### config.mk
export PLATFORM = sky130hd
export DESIGN_NAME = lrc_rail_control_regs
export DESIGN_NICKNAME = d
export VERILOG_FILES = /design/src/logic/lrc_pkg.sv /design/src/logic/lrc_timer_if.sv /design/src/logic/lrc_rail_control_regs.sv /design/src/logic/lrc_tick_timer.sv
export SDC_FILE = /design/constraint.sdc
export NUM_CORES = 1
export LEC_CHECK = 0
export BUFFER_PORTS_ARGS = -buffer_cell sky130_fd_sc_hd__buf_2
export CAP_MARGIN = 20
export CORE_ASPECT_RATIO = 0.75
export CORE_MARGIN = 2
export CORE_UTILIZATION = 39
export CTS_CLUSTER_SIZE = 28
export DETAILED_ROUTE_END_ITERATION = 12
export PLACE_DENSITY = 0.63
export RECOVER_POWER = 50
export SLEW_MARGIN = 20
export SYNTH_ARGS = -nofsm -noshare
export SYNTH_HDL_FRONTEND = slang
export SYNTH_SLANG_ARGS = --single-unit
export TNS_END_PERCENT = 5
### constraint.sdc
create_clock -name CORE_CLK -period 3.3 [get_ports CORE_CLK]
set_clock_uncertainty 0.15 [all_clocks]
set_input_delay 0.825 -clock CORE_CLK [delete_from_list [all_inputs] [get_ports CORE_CLK]]
set_output_delay 0.825 -clock CORE_CLK [all_outputs]
set_load 0.05 [all_outputs]
### src/logic/lrc_pkg.sv
// constants, types and states of the second rail control registers
package lrc_pkg;

  // ****************************************************************
  // register map
  // ****************************************************************
  localparam logic [7:0] ADDR_STATUS = 8'h65;
  localparam logic [7:0] ADDR_VSET = 8'h66;
  localparam logic [7:0] ADDR_CTRL = 8'h67;
  localparam logic [7:0] ADDR_SEQ = 8'h68;
  localparam logic [7:0] ADDR_RSVD = 8'h69;

  // status register: bit 5 limit status, bits 3:0 writable masks
  localparam int STAT_ILIM_BIT = 5;
  localparam int STAT_ILIM_MSK_BIT = 1;
  localparam int STAT_RW_W = 4;
  // control register fields
  localparam int CTRL_EN_BIT = 7;
  localparam int CTRL_SLEEP_BIT = 6;
  localparam int CTRL_DEEP_BIT = 5;
  localparam int CTRL_ILIM_LO = 3;
  localparam int CTRL_RST_BIT = 2;
  localparam int CTRL_SHDN_BIT = 1;
  // sequencing register fields
  localparam int SEQ_LATCH_BIT = 7;
  localparam int SEQ_ON_DLY_LO = 5;
  localparam int SEQ_OFF_DLY_LO = 0;
  localparam int OFF_DLY_W = 5;

  // reset values
  localparam logic [7:0] VSET_RST = 8'h50;
  localparam logic [7:0] CTRL_RST = 8'h90;
  localparam logic [7:0] SEQ_RST = 8'h82;
  localparam logic [7:0] RSVD_RST = 8'h00;
  localparam logic [3:0] STAT_RW_RST = 4'h0;

  // ****************************************************************
  // timing
  // ****************************************************************
  localparam int CLK_PERIOD_NS = 25;
  localparam int TICK_TIME_NS = 250000;
  localparam int TICK_CYCLES_DEF = (TICK_TIME_NS + CLK_PERIOD_NS - 1) / CLK_PERIOD_NS;
  localparam int RETRY_TIME_NS = 10000000;
  localparam int TICKS_W = 6;
  localparam int PRE_W = 24;
  localparam logic [TICKS_W-1:0] RETRY_TICKS = TICKS_W'(RETRY_TIME_NS / TICK_TIME_NS);
  localparam logic [TICKS_W-1:0] ON_DLY_1 = 6'h01;
  localparam logic [TICKS_W-1:0] ON_DLY_2 = 6'h02;
  localparam logic [TICKS_W-1:0] ON_DLY_3 = 6'h04;

  // rail sequencing states
  typedef enum logic [2:0] {
    ST_OFF, ST_ON_WAIT, ST_ON, ST_OFF_WAIT, ST_SLEEP_OFF, ST_RETRY
  } lrc_state_e;

  // turn-on delay code to quarter-millisecond ticks
  function automatic logic [TICKS_W-1:0] lrc_on_ticks(input logic [1:0] code);
    logic [TICKS_W-1:0] t;
    t = '0;
    unique case (code)
      2'h0: t = '0;
      2'h1: t = ON_DLY_1;
      2'h2: t = ON_DLY_2;
      2'h3: t = ON_DLY_3;
    endcase
    return t;
  endfunction

endpackage

### src/logic/lrc_timer_if.sv
// carrier between the rail sequencer and its delay timer
`timescale 1ns/100ps
interface lrc_timer_if;
  import lrc_pkg::*;
  logic start;
  logic cancel;
  logic [TICKS_W-1:0] ticks;
  logic done;
  logic busy;
  modport master (output start, output cancel, output ticks, input done, input busy);
  modport timer (input start, input cancel, input ticks, output done, output busy);
endinterface

### src/logic/lrc_rail_control_regs.sv
// register bank and on/off sequencing for the second low-dropout rail
`timescale 1ns/100ps
module lrc_rail_control_regs import lrc_pkg::*; #(
  parameter int unsigned TICK_CYCLES = TICK_CYCLES_DEF
) (
  input wire logic CORE_CLK,
  input wire logic RESET_N,
  input wire logic [7:0] REG_ADDR,
  input wire logic REG_WR,
  input wire logic REG_RD,
  input wire logic [7:0] REG_WDATA,
  output logic [7:0] REG_RDATA,
  input wire logic CURRENT_OVER_LIMIT,
  input wire logic START_TRIGGER,
  input wire logic PREV_RAIL_OFF,
  input wire logic SLEEP_MODE,
  input wire logic DEEP_SLEEP_MODE,
  input wire logic BYPASS_MODE,
  output logic RAIL_ON,
  output logic [7:0] RAIL_VOLTAGE_CODE,
  output logic [1:0] RAIL_CURRENT_LIMIT_SELECT,
  output logic INTERRUPT_OUT_N,
  output logic SYSTEM_RESET_OUT_N
);

  typedef struct packed {
    logic [7:0] vset;
    logic [7:0] ctrl;
    logic [7:0] seq;
    logic [7:0] rsvd;
    logic [STAT_RW_W-1:0] stat_rw;
    logic ilim;
    logic rd_seen;
    logic irq_n;
    logic rst_n;
    logic rail_on;
    logic [7:0] vcode;
    logic [7:0] rdata;
    lrc_state_e st;
  } lrc_regs_s;

  lrc_regs_s q;
  lrc_regs_s n;
  lrc_timer_if tif();

  logic wr_status;
  logic rd_status;
  logic want_on;
  logic sleep_off;
  logic limit_shdn;
  logic mask_ilim;
  logic [TICKS_W-1:0] on_ticks;
  logic [TICKS_W-1:0] off_ticks;

  // ****************************************************************
  // decoded conditions
  // ****************************************************************
  // preceding rail shutdown only matters when the latch bit is clear
  assign wr_status = REG_WR && (REG_ADDR == ADDR_STATUS);
  assign rd_status = REG_RD && (REG_ADDR == ADDR_STATUS);
  assign want_on = q.ctrl[CTRL_EN_BIT] && START_TRIGGER
                   && !(!q.seq[SEQ_LATCH_BIT] && PREV_RAIL_OFF);
  assign sleep_off = (SLEEP_MODE && q.ctrl[CTRL_SLEEP_BIT])
                     || (DEEP_SLEEP_MODE && q.ctrl[CTRL_DEEP_BIT]);
  assign limit_shdn = CURRENT_OVER_LIMIT && q.ctrl[CTRL_SHDN_BIT];
  assign mask_ilim = q.stat_rw[STAT_ILIM_MSK_BIT];
  assign on_ticks = lrc_on_ticks(q.seq[SEQ_ON_DLY_LO +: 2]);
  assign off_ticks = TICKS_W'(q.seq[SEQ_OFF_DLY_LO +: OFF_DLY_W]);

  // ****************************************************************
  // register file, status and sequencer
  // ****************************************************************
  always_comb begin
    n = q;
    tif.start = 1'b0;
    tif.cancel = 1'b0;
    tif.ticks = '0;

    // register writes; the status bits above the masks are read-only
    if (REG_WR) begin
      unique case (REG_ADDR)
        ADDR_STATUS: n.stat_rw = REG_WDATA[STAT_RW_W-1:0];
        ADDR_VSET: n.vset = REG_WDATA;
        ADDR_CTRL: n.ctrl = REG_WDATA;
        ADDR_SEQ: n.seq = REG_WDATA;
        ADDR_RSVD: n.rsvd = REG_WDATA;
        default: n.rsvd = q.rsvd;
      endcase
    end

    // read data is captured on the read strobe and held until the next one
    if (REG_RD) begin
      unique case (REG_ADDR)
        ADDR_STATUS: begin
          n.rdata = '0;
          n.rdata[STAT_ILIM_BIT] = q.ilim;
          n.rdata[STAT_RW_W-1:0] = q.stat_rw;
        end
        ADDR_VSET: n.rdata = q.vset;
        ADDR_CTRL: n.rdata = q.ctrl;
        ADDR_SEQ: n.rdata = q.seq;
        ADDR_RSVD: n.rdata = q.rsvd;
        default: n.rdata = '0;
      endcase
    end

    // sticky limit flag: a new limit event wins over the read-clear
    n.rd_seen = q.rd_seen || (rd_status && q.ilim);
    n.ilim = CURRENT_OVER_LIMIT || (q.ilim && !n.rd_seen);
    if (!n.ilim) begin
      n.rd_seen = 1'b0;
    end
    if (wr_status && REG_WDATA[STAT_ILIM_MSK_BIT]) begin
      n.irq_n = 1'b1;
    end
    n.irq_n = !(n.ilim && !n.stat_rw[STAT_ILIM_MSK_BIT]);

    // bypass freezes the code handed to the regulator
    if (!BYPASS_MODE) begin
      n.vcode = q.vset;
    end

    // on/off sequencing; a lost enable overrides every pending delay except the retry wait
    unique case (q.st)
      ST_OFF: begin
        if (want_on) begin
          if (on_ticks == '0) begin
            n.st = ST_ON;
          end else begin
            tif.start = 1'b1;
            tif.ticks = on_ticks;
            n.st = ST_ON_WAIT;
          end
        end
      end
      ST_ON_WAIT: begin
        if (!want_on) begin
          tif.cancel = 1'b1;
          n.st = ST_OFF;
        end else if (tif.done) begin
          n.st = ST_ON;
        end
      end
      ST_ON: begin
        if (!want_on) begin
          n.st = ST_OFF;
        end else if (limit_shdn) begin
          tif.start = 1'b1;
          tif.ticks = RETRY_TICKS;
          n.st = ST_RETRY;
        end else if (sleep_off) begin
          if (off_ticks == '0) begin
            n.st = ST_SLEEP_OFF;
          end else begin
            tif.start = 1'b1;
            tif.ticks = off_ticks;
            n.st = ST_OFF_WAIT;
          end
        end
      end
      ST_OFF_WAIT: begin
        if (!want_on || !sleep_off) begin
          tif.cancel = 1'b1;
          n.st = want_on ? ST_ON : ST_OFF;
        end else if (tif.done) begin
          n.st = ST_SLEEP_OFF;
        end
      end
      ST_SLEEP_OFF: begin
        if (!want_on || !sleep_off) begin
          n.st = ST_OFF;
        end
      end
      ST_RETRY: begin
        // the restart still honours the turn-on delay through the off state
        if (tif.done) begin
          n.st = ST_OFF;
        end
      end
    endcase

    n.rail_on = (n.st == ST_ON) || (n.st == ST_OFF_WAIT);
    n.rst_n = !(q.ctrl[CTRL_RST_BIT] && !n.rail_on);
  end

  always_ff @(posedge CORE_CLK) begin
    if (!RESET_N) begin
      q <= '{vset: VSET_RST, ctrl: CTRL_RST, seq: SEQ_RST, rsvd: RSVD_RST,
             stat_rw: STAT_RW_RST, ilim: 1'b0, rd_seen: 1'b0, irq_n: 1'b1,
             rst_n: 1'b1, rail_on: 1'b0, vcode: VSET_RST, rdata: 8'h00,
             st: ST_OFF};
    end else begin
      q <= n;
    end
  end

  lrc_tick_timer #(.TICK_CYCLES(TICK_CYCLES)) u_timer (
    .CORE_CLK(CORE_CLK),
    .RESET_N(RESET_N),
    .tif(tif.timer)
  );

  // ****************************************************************
  // outputs, all straight from flops
  // ****************************************************************
  assign REG_RDATA = q.rdata;
  assign RAIL_ON = q.rail_on;
  assign RAIL_VOLTAGE_CODE = q.vcode;
  assign RAIL_CURRENT_LIMIT_SELECT = q.ctrl[CTRL_ILIM_LO +: 2];
  assign INTERRUPT_OUT_N = q.irq_n;
  assign SYSTEM_RESET_OUT_N = q.rst_n;
endmodule

### src/logic/lrc_tick_timer.sv
// delay timer counting whole quarter-millisecond ticks
`timescale 1ns/100ps
module lrc_tick_timer import lrc_pkg::*; #(
  parameter int unsigned TICK_CYCLES = TICK_CYCLES_DEF
) (
  input wire logic CORE_CLK,
  input wire logic RESET_N,
  lrc_timer_if.timer tif
);

  typedef struct packed {
    logic [PRE_W-1:0] pre;
    logic [TICKS_W-1:0] left;
    logic busy;
    logic done;
  } lrc_tmr_s;

  localparam logic [PRE_W-1:0] PRE_LAST = PRE_W'(TICK_CYCLES - 1);

  lrc_tmr_s q;
  lrc_tmr_s n;

  // ****************************************************************
  // prescaler and tick countdown
  // ****************************************************************
  // a restart reloads the count so a new delay never inherits a partial tick
  always_comb begin
    n = q;
    n.done = 1'b0;
    if (tif.cancel) begin
      n.busy = 1'b0;
    end else if (tif.start) begin
      n.pre = '0;
      n.left = tif.ticks;
      n.busy = 1'b1;
    end else if (q.busy) begin
      if (q.pre == PRE_LAST) begin
        n.pre = '0;
        n.left = q.left - 1'b1;
        if (q.left == ON_DLY_1) begin
          n.busy = 1'b0;
          n.done = 1'b1;
        end
      end else begin
        n.pre = q.pre + 1'b1;
      end
    end
  end

  always_ff @(posedge CORE_CLK) begin
    if (!RESET_N) begin
      q <= '0;
    end else begin
      q <= n;
    end
  end

  assign tif.done = q.done;
  assign tif.busy = q.busy;

endmodule

# Word-level counts from Yosys, hierarchy flattened
# Index checks and enable logic that the tools add are counted.
[totals] input_bits=26 output_inout_bits=21 word_cells=122 ff_bits=92
[classes] n_reduce_logical=41 add_sub_neg=2 n_eq_ne=17 bitwise=4 n_mux=40
[op_table] op="8-bit by 7-bit equality test with 1-bit output, second input constant" count=5
[op_table] op="8-bit case mux with 5 select lines" count=1
[op_table] op="3-bit two-way mux" count=11
[op_table] op="32-bit two-way mux" count=1
[op_table] op="31-bit two-way mux" count=1
[op_table] op="24-bit by 1-bit adder with 24-bit output, second input constant" count=1
[op_table] op="24-bit by 14-bit equality test with 1-bit output, second input constant" count=1
[op_table] op="24-bit two-way mux" count=1
[op_table] op="6-bit two-way mux" count=4
[op_table] op="6-bit case mux with 4 select lines" count=1
[op_table] op="3-bit case mux with 6 select lines" count=1
[op_table] op="2-bit AND reduction" count=7
[op_table] op="3-bit by 2-bit equality test with 1-bit output, second input constant" count=4
[op_table] op="6-bit zero test" count=2
[op_table] op="6-bit case mux with 2 select lines" count=1
[op_table] op="1-bit logical AND" count=11
[op_table] op="2-bit two-way mux" count=5
[op_table] op="5-bit two-way mux" count=2
[op_table] op="1-bit zero test" count=9
[op_table] op="1-bit two-way mux" count=8
[op_table] op="8-bit two-way mux" count=1
[op_table] op="3-bit equality test, second input constant" count=2
[op_table] op="6-bit by 1-bit equality test with 1-bit output, second input constant" count=1
[op_table] op="6-bit by 1-bit subtractor with 6-bit output, second input constant" count=1
[op_table] op="12 further kinds" count=22

# Logic depth before layout (Yosys ltp)
[logic_depth] word_depth=13 mapped_depth=8 mapped_depth_nobuf=7

# By module
# Synthesis repeated with hierarchy kept, for this count alone.
[hier_totals] cells_unflattened=549 hier_area_um2=4887.2
[by_module_without_submodules] module="lrc_rail_control_regs" seq_area_each_um2=1201.2 cells_each=356 instances=1 area_each_um2=3205.6
[by_module_without_submodules] module="lrc_tick_timer" seq_area_each_um2=640.6 cells_each=193 instances=1 area_each_um2=1681.6

# Least setup slack after synthesis
# No wires, ideal clock.
[synth_timing] path_kind="input to register" startpoint="in PREV_RAIL_OFF" endpoint="reg u_timer.q[3] in the netlist's numbering" setup_ns=0.119 arrival_ns=2.186 cell_stages=6 required_time_ns=3.031 path_slack_ns=0.845 n_path_buf=1 cell_sequence="nor2b_1 a211oi_2 nor2_1 clkbuf_1 nor2_1 o221a_2"
[synth_via] elab_chain_cells=9 elab_cells_between_ends=19 classes_between="10 x mux; 1 x bitwise; 8 x reduce/logical"
[synth_lines] item="start, declared" line_no="lrc_rail_control_regs.sv:15" text="input wire logic PREV_RAIL_OFF,"
[synth_lines] item="1-bit logical AND (*)" line_no="lrc_rail_control_regs.sv:62" text="&& !(!q.seq[SEQ_LATCH_BIT] && PREV_RAIL_OFF);"
[synth_lines] item="1-bit zero test (*)" line_no="lrc_rail_control_regs.sv:62"
[synth_lines] item="1-bit logical AND (*)" line_no="lrc_rail_control_regs.sv:62"
[synth_lines] item="1-bit zero test" line_no="lrc_rail_control_regs.sv:162" text="if (!want_on || !sleep_off) begin"
[synth_lines] item="1-bit logical OR" line_no="lrc_rail_control_regs.sv:162"
[synth_lines] item="1-bit two-way mux" line_no="lrc_rail_control_regs.sv:162"
[synth_lines] item="1-bit case mux with 2 select lines" line_no="lrc_rail_control_regs.sv:124" text="unique case (q.st)"
[synth_lines] item="1-bit NOT (no source line)"
[synth_lines] item="3-bit AND reduction (no source line)"
[synth_lines] item="end signal, assigned" line_no="lrc_tick_timer.sv:54" text="q <= n;"
[synth_lines] item="end, declared" line_no="lrc_tick_timer.sv:20" text="lrc_tmr_s q;"
# Mark *: on every way between the ends. The rest lies on a longest branch, timed or not.
# A chain may end at the register's enable or synchronous reset.

# Worst setup path after layout
[layout_timing] startpoint="in PREV_RAIL_OFF" endpoint="reg u_timer.q[25] in the netlist's numbering"
[layout_via] elab_chain_cells=9 elab_cells_between_ends=15 classes_between="7 x mux; 1 x bitwise; 7 x reduce/logical"
[layout_lines] item="1-bit logical AND (*)" line_no="lrc_rail_control_regs.sv:62"
[layout_lines] item="1-bit zero test (*)" line_no="lrc_rail_control_regs.sv:62"
[layout_lines] item="1-bit logical AND (*)" line_no="lrc_rail_control_regs.sv:62"
[layout_lines] item="1-bit zero test" line_no="lrc_rail_control_regs.sv:162"
[layout_lines] item="1-bit logical OR" line_no="lrc_rail_control_regs.sv:162"
[layout_lines] item="1-bit two-way mux" line_no="lrc_rail_control_regs.sv:162"
[layout_lines] item="1-bit case mux with 2 select lines" line_no="lrc_rail_control_regs.sv:124"
[layout_lines] item="1-bit NOT (no source line)"
[layout_lines] item="2-bit AND reduction (no source line)"
# Marked as above.

==> results.tsv <==
stage	metric	value	unit
power	sw frac	0.255	
min_path	hold endpoint	q[24]	
synthesis	Synth Area in Compound Gates	0.154	
synthesis	post-synthesis cell type count	61	
grt	first-pass GRT wire length	19400	µm
timing	setup TNS	0	ns
power	Tot Pwr	2.31	mW
run	Max Cap Viol	0	
floorplan	Initial Util	0.404	
synthesis	asr flop ratio synth	0	
critical_path	crit end category	register	
timing	Slew Viols, Final	0	
power	Psw	591	µW
layout	n_diodes	0	
place	# port buffers	46	
route	Via-to-Cell Ratio	5.60	
timing	measured slew at the worst slew-check pin	0.898	ns
clock_network	CTS buffer count	9	
layout	Fillers	1168	
power	combinational share of power	0.080	
timing	Final Hold Vio Count	0	
timing	Period Utilization, post-route	0.790	
route	WL/cell	15.9	µm
power	Seq pwr share	0.491	
critical_path	Setup crit start	PREV_RAIL_OFF	
clock_network	clk sink count	92	
clock_network	clk root buf	clkbuf_16	
clock_network	Post-CTS Hold Fix Bufs	0	
layout	layout cell share with drive strength beyond 1	0.106	
synthesis	Post-synth EDFFs	0	
synthesis	yosys warns	0	
critical_path	WP data required	3.39	ns
route	total number of vias	4120	
grt	largest net degree at the start of global routing	38	
route	drt total wl	11700	µm
clock_network	clock-pin transition on the worst setup and hold timing paths	0.07	ns
timing	Setup Viol. Count Final	0	
synthesis	synthesized flop and latch total	92	
route	Remaining DRCs	0	
synthesis	synthesized cell area	4720	µm²
place	Post-Place Setup Slack	0.338	ns
critical_path	reg2reg setup slack	0.80	ns
clock_network	Clock H-tree levels	3	
floorplan	die span in y	99.3	µm
synthesis	mux cell area share after synthesis	0.123	
critical_path	Worst setup SP type	input pin	
synthesis	Synth Area in Adders	0.00795	
critical_path	Worst Path Class, Setup	input pin to register	
clock_network	clk_lat worst skew	0.35	ns
grt	vias in the first global route	3761	
grt	total track usage	0.188	
timing	Tmin final	2.61	ns
power	Cell Pwr Density	445	nW/µm²
power	Leak	2.01	nW
clock_network	CTS max path bufs	2	
synthesis	Syn Inst Count	551	
min_path	worst hold path type	register to register	
critical_path	worst r2r src	q[1]	
clock_network	setup bufs post-CTS	0	
synthesis	Syn Nets	580	
critical_path	Worst Path Max Fanout	15	
power	worst vdd ir	218	µV
floorplan	CORE AREA	11700	µm²
grt	grt total ovfl	0	
min_path	HP Start	q[24]	
route	initial detailed-routing violation count	319	
floorplan	# rows	34	
timing	unrepaired setup endpoints after global routing	false	
synthesis	Synth Area in XOR/XNOR	0.0167	
clock_network	post-cts sizing count	0	
route	Initial DRT Pass Iterations	5	
floorplan	IO Pins	47	
critical_path	Reg2Reg Capture Point	u_timer.q[31]	
floorplan	Die Area	13000	µm²
timing	Peak Freq	384	MHz
synthesis	largest family of logic cells by synthesized area	simple AND/OR/NAND/NOR gates	
status	status	finished clean	
grt	antenna violations before repair	0	
min_path	hold depth	2	
layout	Syn-to-layout area delta	10.2	%
power	part of the power in the clock network	0.429	
clock_network	CTS tree	done	
synthesis	post-synthesis sequential area ratio	0.390	
synthesis	Mean Syn Cell Area	8.57	µm²
power	Internal	1.72	mW
critical_path	Worst EP arrival	2.70	ns
layout	post-layout util	0.444	
timing	Max-slew headroom	0.401	
place	Detailed Place HPWL	8490	µm
timing	post-route worst setup slack	0.694	ns
synthesis	top_reg_cell synth	dfxtp_1	
route	DRT antenna net count	0	
synthesis	Synth Area in Simple Gates	0.244	
critical_path	Worst R2R Path Depth	6	
floorplan	die width	131	µm
layout	final net count	598	
place	gp weighted congestion	0.869	
-- state kept, by name (all words and copies together) (netlist names) --
register                   count
off_ticks                      5
mask_ilim                      1
INTERRUPT_OUT_N                1
RAIL_VOLTAGE_CODE              8
RAIL_CURRENT_LIMIT_SELECT      2
SYSTEM_RESET_OUT_N             1
q                             33
REG_RDATA                      8
u_timer.tif.done               1
RAIL_ON                        1
u_timer.q                     30
u_timer.tif.busy               1
-- synthesized netlist by cell type (3+ instances only) --
master | number | share of area
dfxtp_1 | 92 | 0.39
nor2_1 | 73 | 0.058
mux2i_1 | 57 | 0.12
nand2_1 | 36 | 0.029
a21oi_1 | 26 | 0.028
clkbuf_1 | 20 | 0.016
buf_4 | 18 | 0.029
nor3_1 | 17 | 0.018
nand3_1 | 16 | 0.017
nor4_1 | 16 | 0.021
o21ai_0 | 16 | 0.017
inv_1 | 12 | 0.0095
a31oi_1 | 11 | 0.015
nand4_1 | 11 | 0.015
o211ai_1 | 9 | 0.014
nand2b_1 | 8 | 0.011
xnor2_1 | 8 | 0.015
and2_1 | 7 | 0.0093
and3_1 | 7 | 0.0093
nor2b_1 | 7 | 0.0093
o22ai_1 | 7 | 0.0093
a32oi_1 | 6 | 0.011
buf_2 | 6 | 0.0064
o211a_1 | 5 | 0.011
a22o_1 | 4 | 0.0074
o21ai_1 | 4 | 0.0042
a21o_1 | 3 | 0.0048
ha_1 | 3 | 0.0080
nor3b_1 | 3 | 0.0048
o221a_2 | 3 | 0.0072
or3_1 | 3 | 0.0040
-- critical path: stages --
cell and delay [ns]:
buf_2 0.10, nor2b_1 0.18, a211oi_2 0.37, nor2_1 0.07, buf_4 0.20, o21ai_1 0.53
o21ai_0 0.19, a22o_1 0.22
-- final cells by class --
class                   instances  area (µm²)  area share
repair buffers                 53         248      0.0476
well taps                     162         203      0.0390
clock buffers                  11         243      0.0467
multi-input cells             401        2580       0.496
flip-flops and latches         92        1840       0.354
inverters                      12        45.0     0.00866
clock inverters                 5        41.3     0.00794
-- how the worst max path moves through the flow --
stage / end / slack [ns] / cells after the start
after CTS: u_timer.q[31] / 0.70 / 7
final: u_timer.q[25] / 0.69 / 8
after global placement: u_timer.q[29] / 0.39 / 7
after global routing: u_timer.q[25] / 0.51 / 8
after floorplan: u_timer.q[3] / 0.85 / 6
after detailed placement: u_timer.q[29] / 0.34 / 7
-- cells in the final DEF, fill, tap and decap left out, drive strengths merged, types with 3 or more instances in the layout --
cell / instances
clkbuf: 36
and3: 7
dfxtp: 92
buf: 28
ha: 3
or3: 3
xnor2: 8
o21ai: 21
nor2: 75
nor2b: 7
mux2i: 57
a31oi: 11
inv: 15
o221a: 3
nor3: 18
a22o: 4
nand3: 16
or2: 4
o211a: 5
nand2b: 8
nor4: 18
o22ai: 7
a21o: 3
a21oi: 26
o211ai: 9
a32oi: 6
and2: 7
nand2: 36
nand4: 11
nor3b: 3
-- per-stage QoR --
stage | instances | hold WS [ns] | cell area, µm²
after global routing | 736 | 0.323 | 5200
after detailed placement | 720 | 0.299 | 4950
final | 736 | 0.309 | 5200
after global placement | 720 | 0.296 | 4950
after floorplan | 551 | 0.287 | 4720
after CTS | 736 | 0.309 | 5240
-- kinds of logic after synthesis --
group,after synthesis
buffers and inverters,58
adders and majority gates,3
AOI/OAI and AO/OA,108
and+or+nand+nor,223
DFF,92
xor gates and xnor gates,9
muxes,58
-- routing by layer --
metal,vias to the layer above,global-route usage,wire [µm]
met5,-,0,0
met4,0,0.0491,116
met2,131,0.252,4790
met3,12,0.0430,723
met1,1957,0.297,6080
li1,2020,-,-
-- power by group through the flow --
stage | Combinational [mW] | Sequential (mW) | Clock [mW]
2_1_floorplan | 0.133 | 1.16 | 0
3_3_place_gp | 0.183 | 1.16 | 0
3_5_place_dp | 0.186 | 1.16 | 0
4_1_cts | 0.186 | 1.14 | 1.02
5_1_grt | 0.204 | 1.14 | 1.06
6_report | 0.185 | 1.14 | 0.993
No activity file was read; power rests on OpenSTA's default activity.
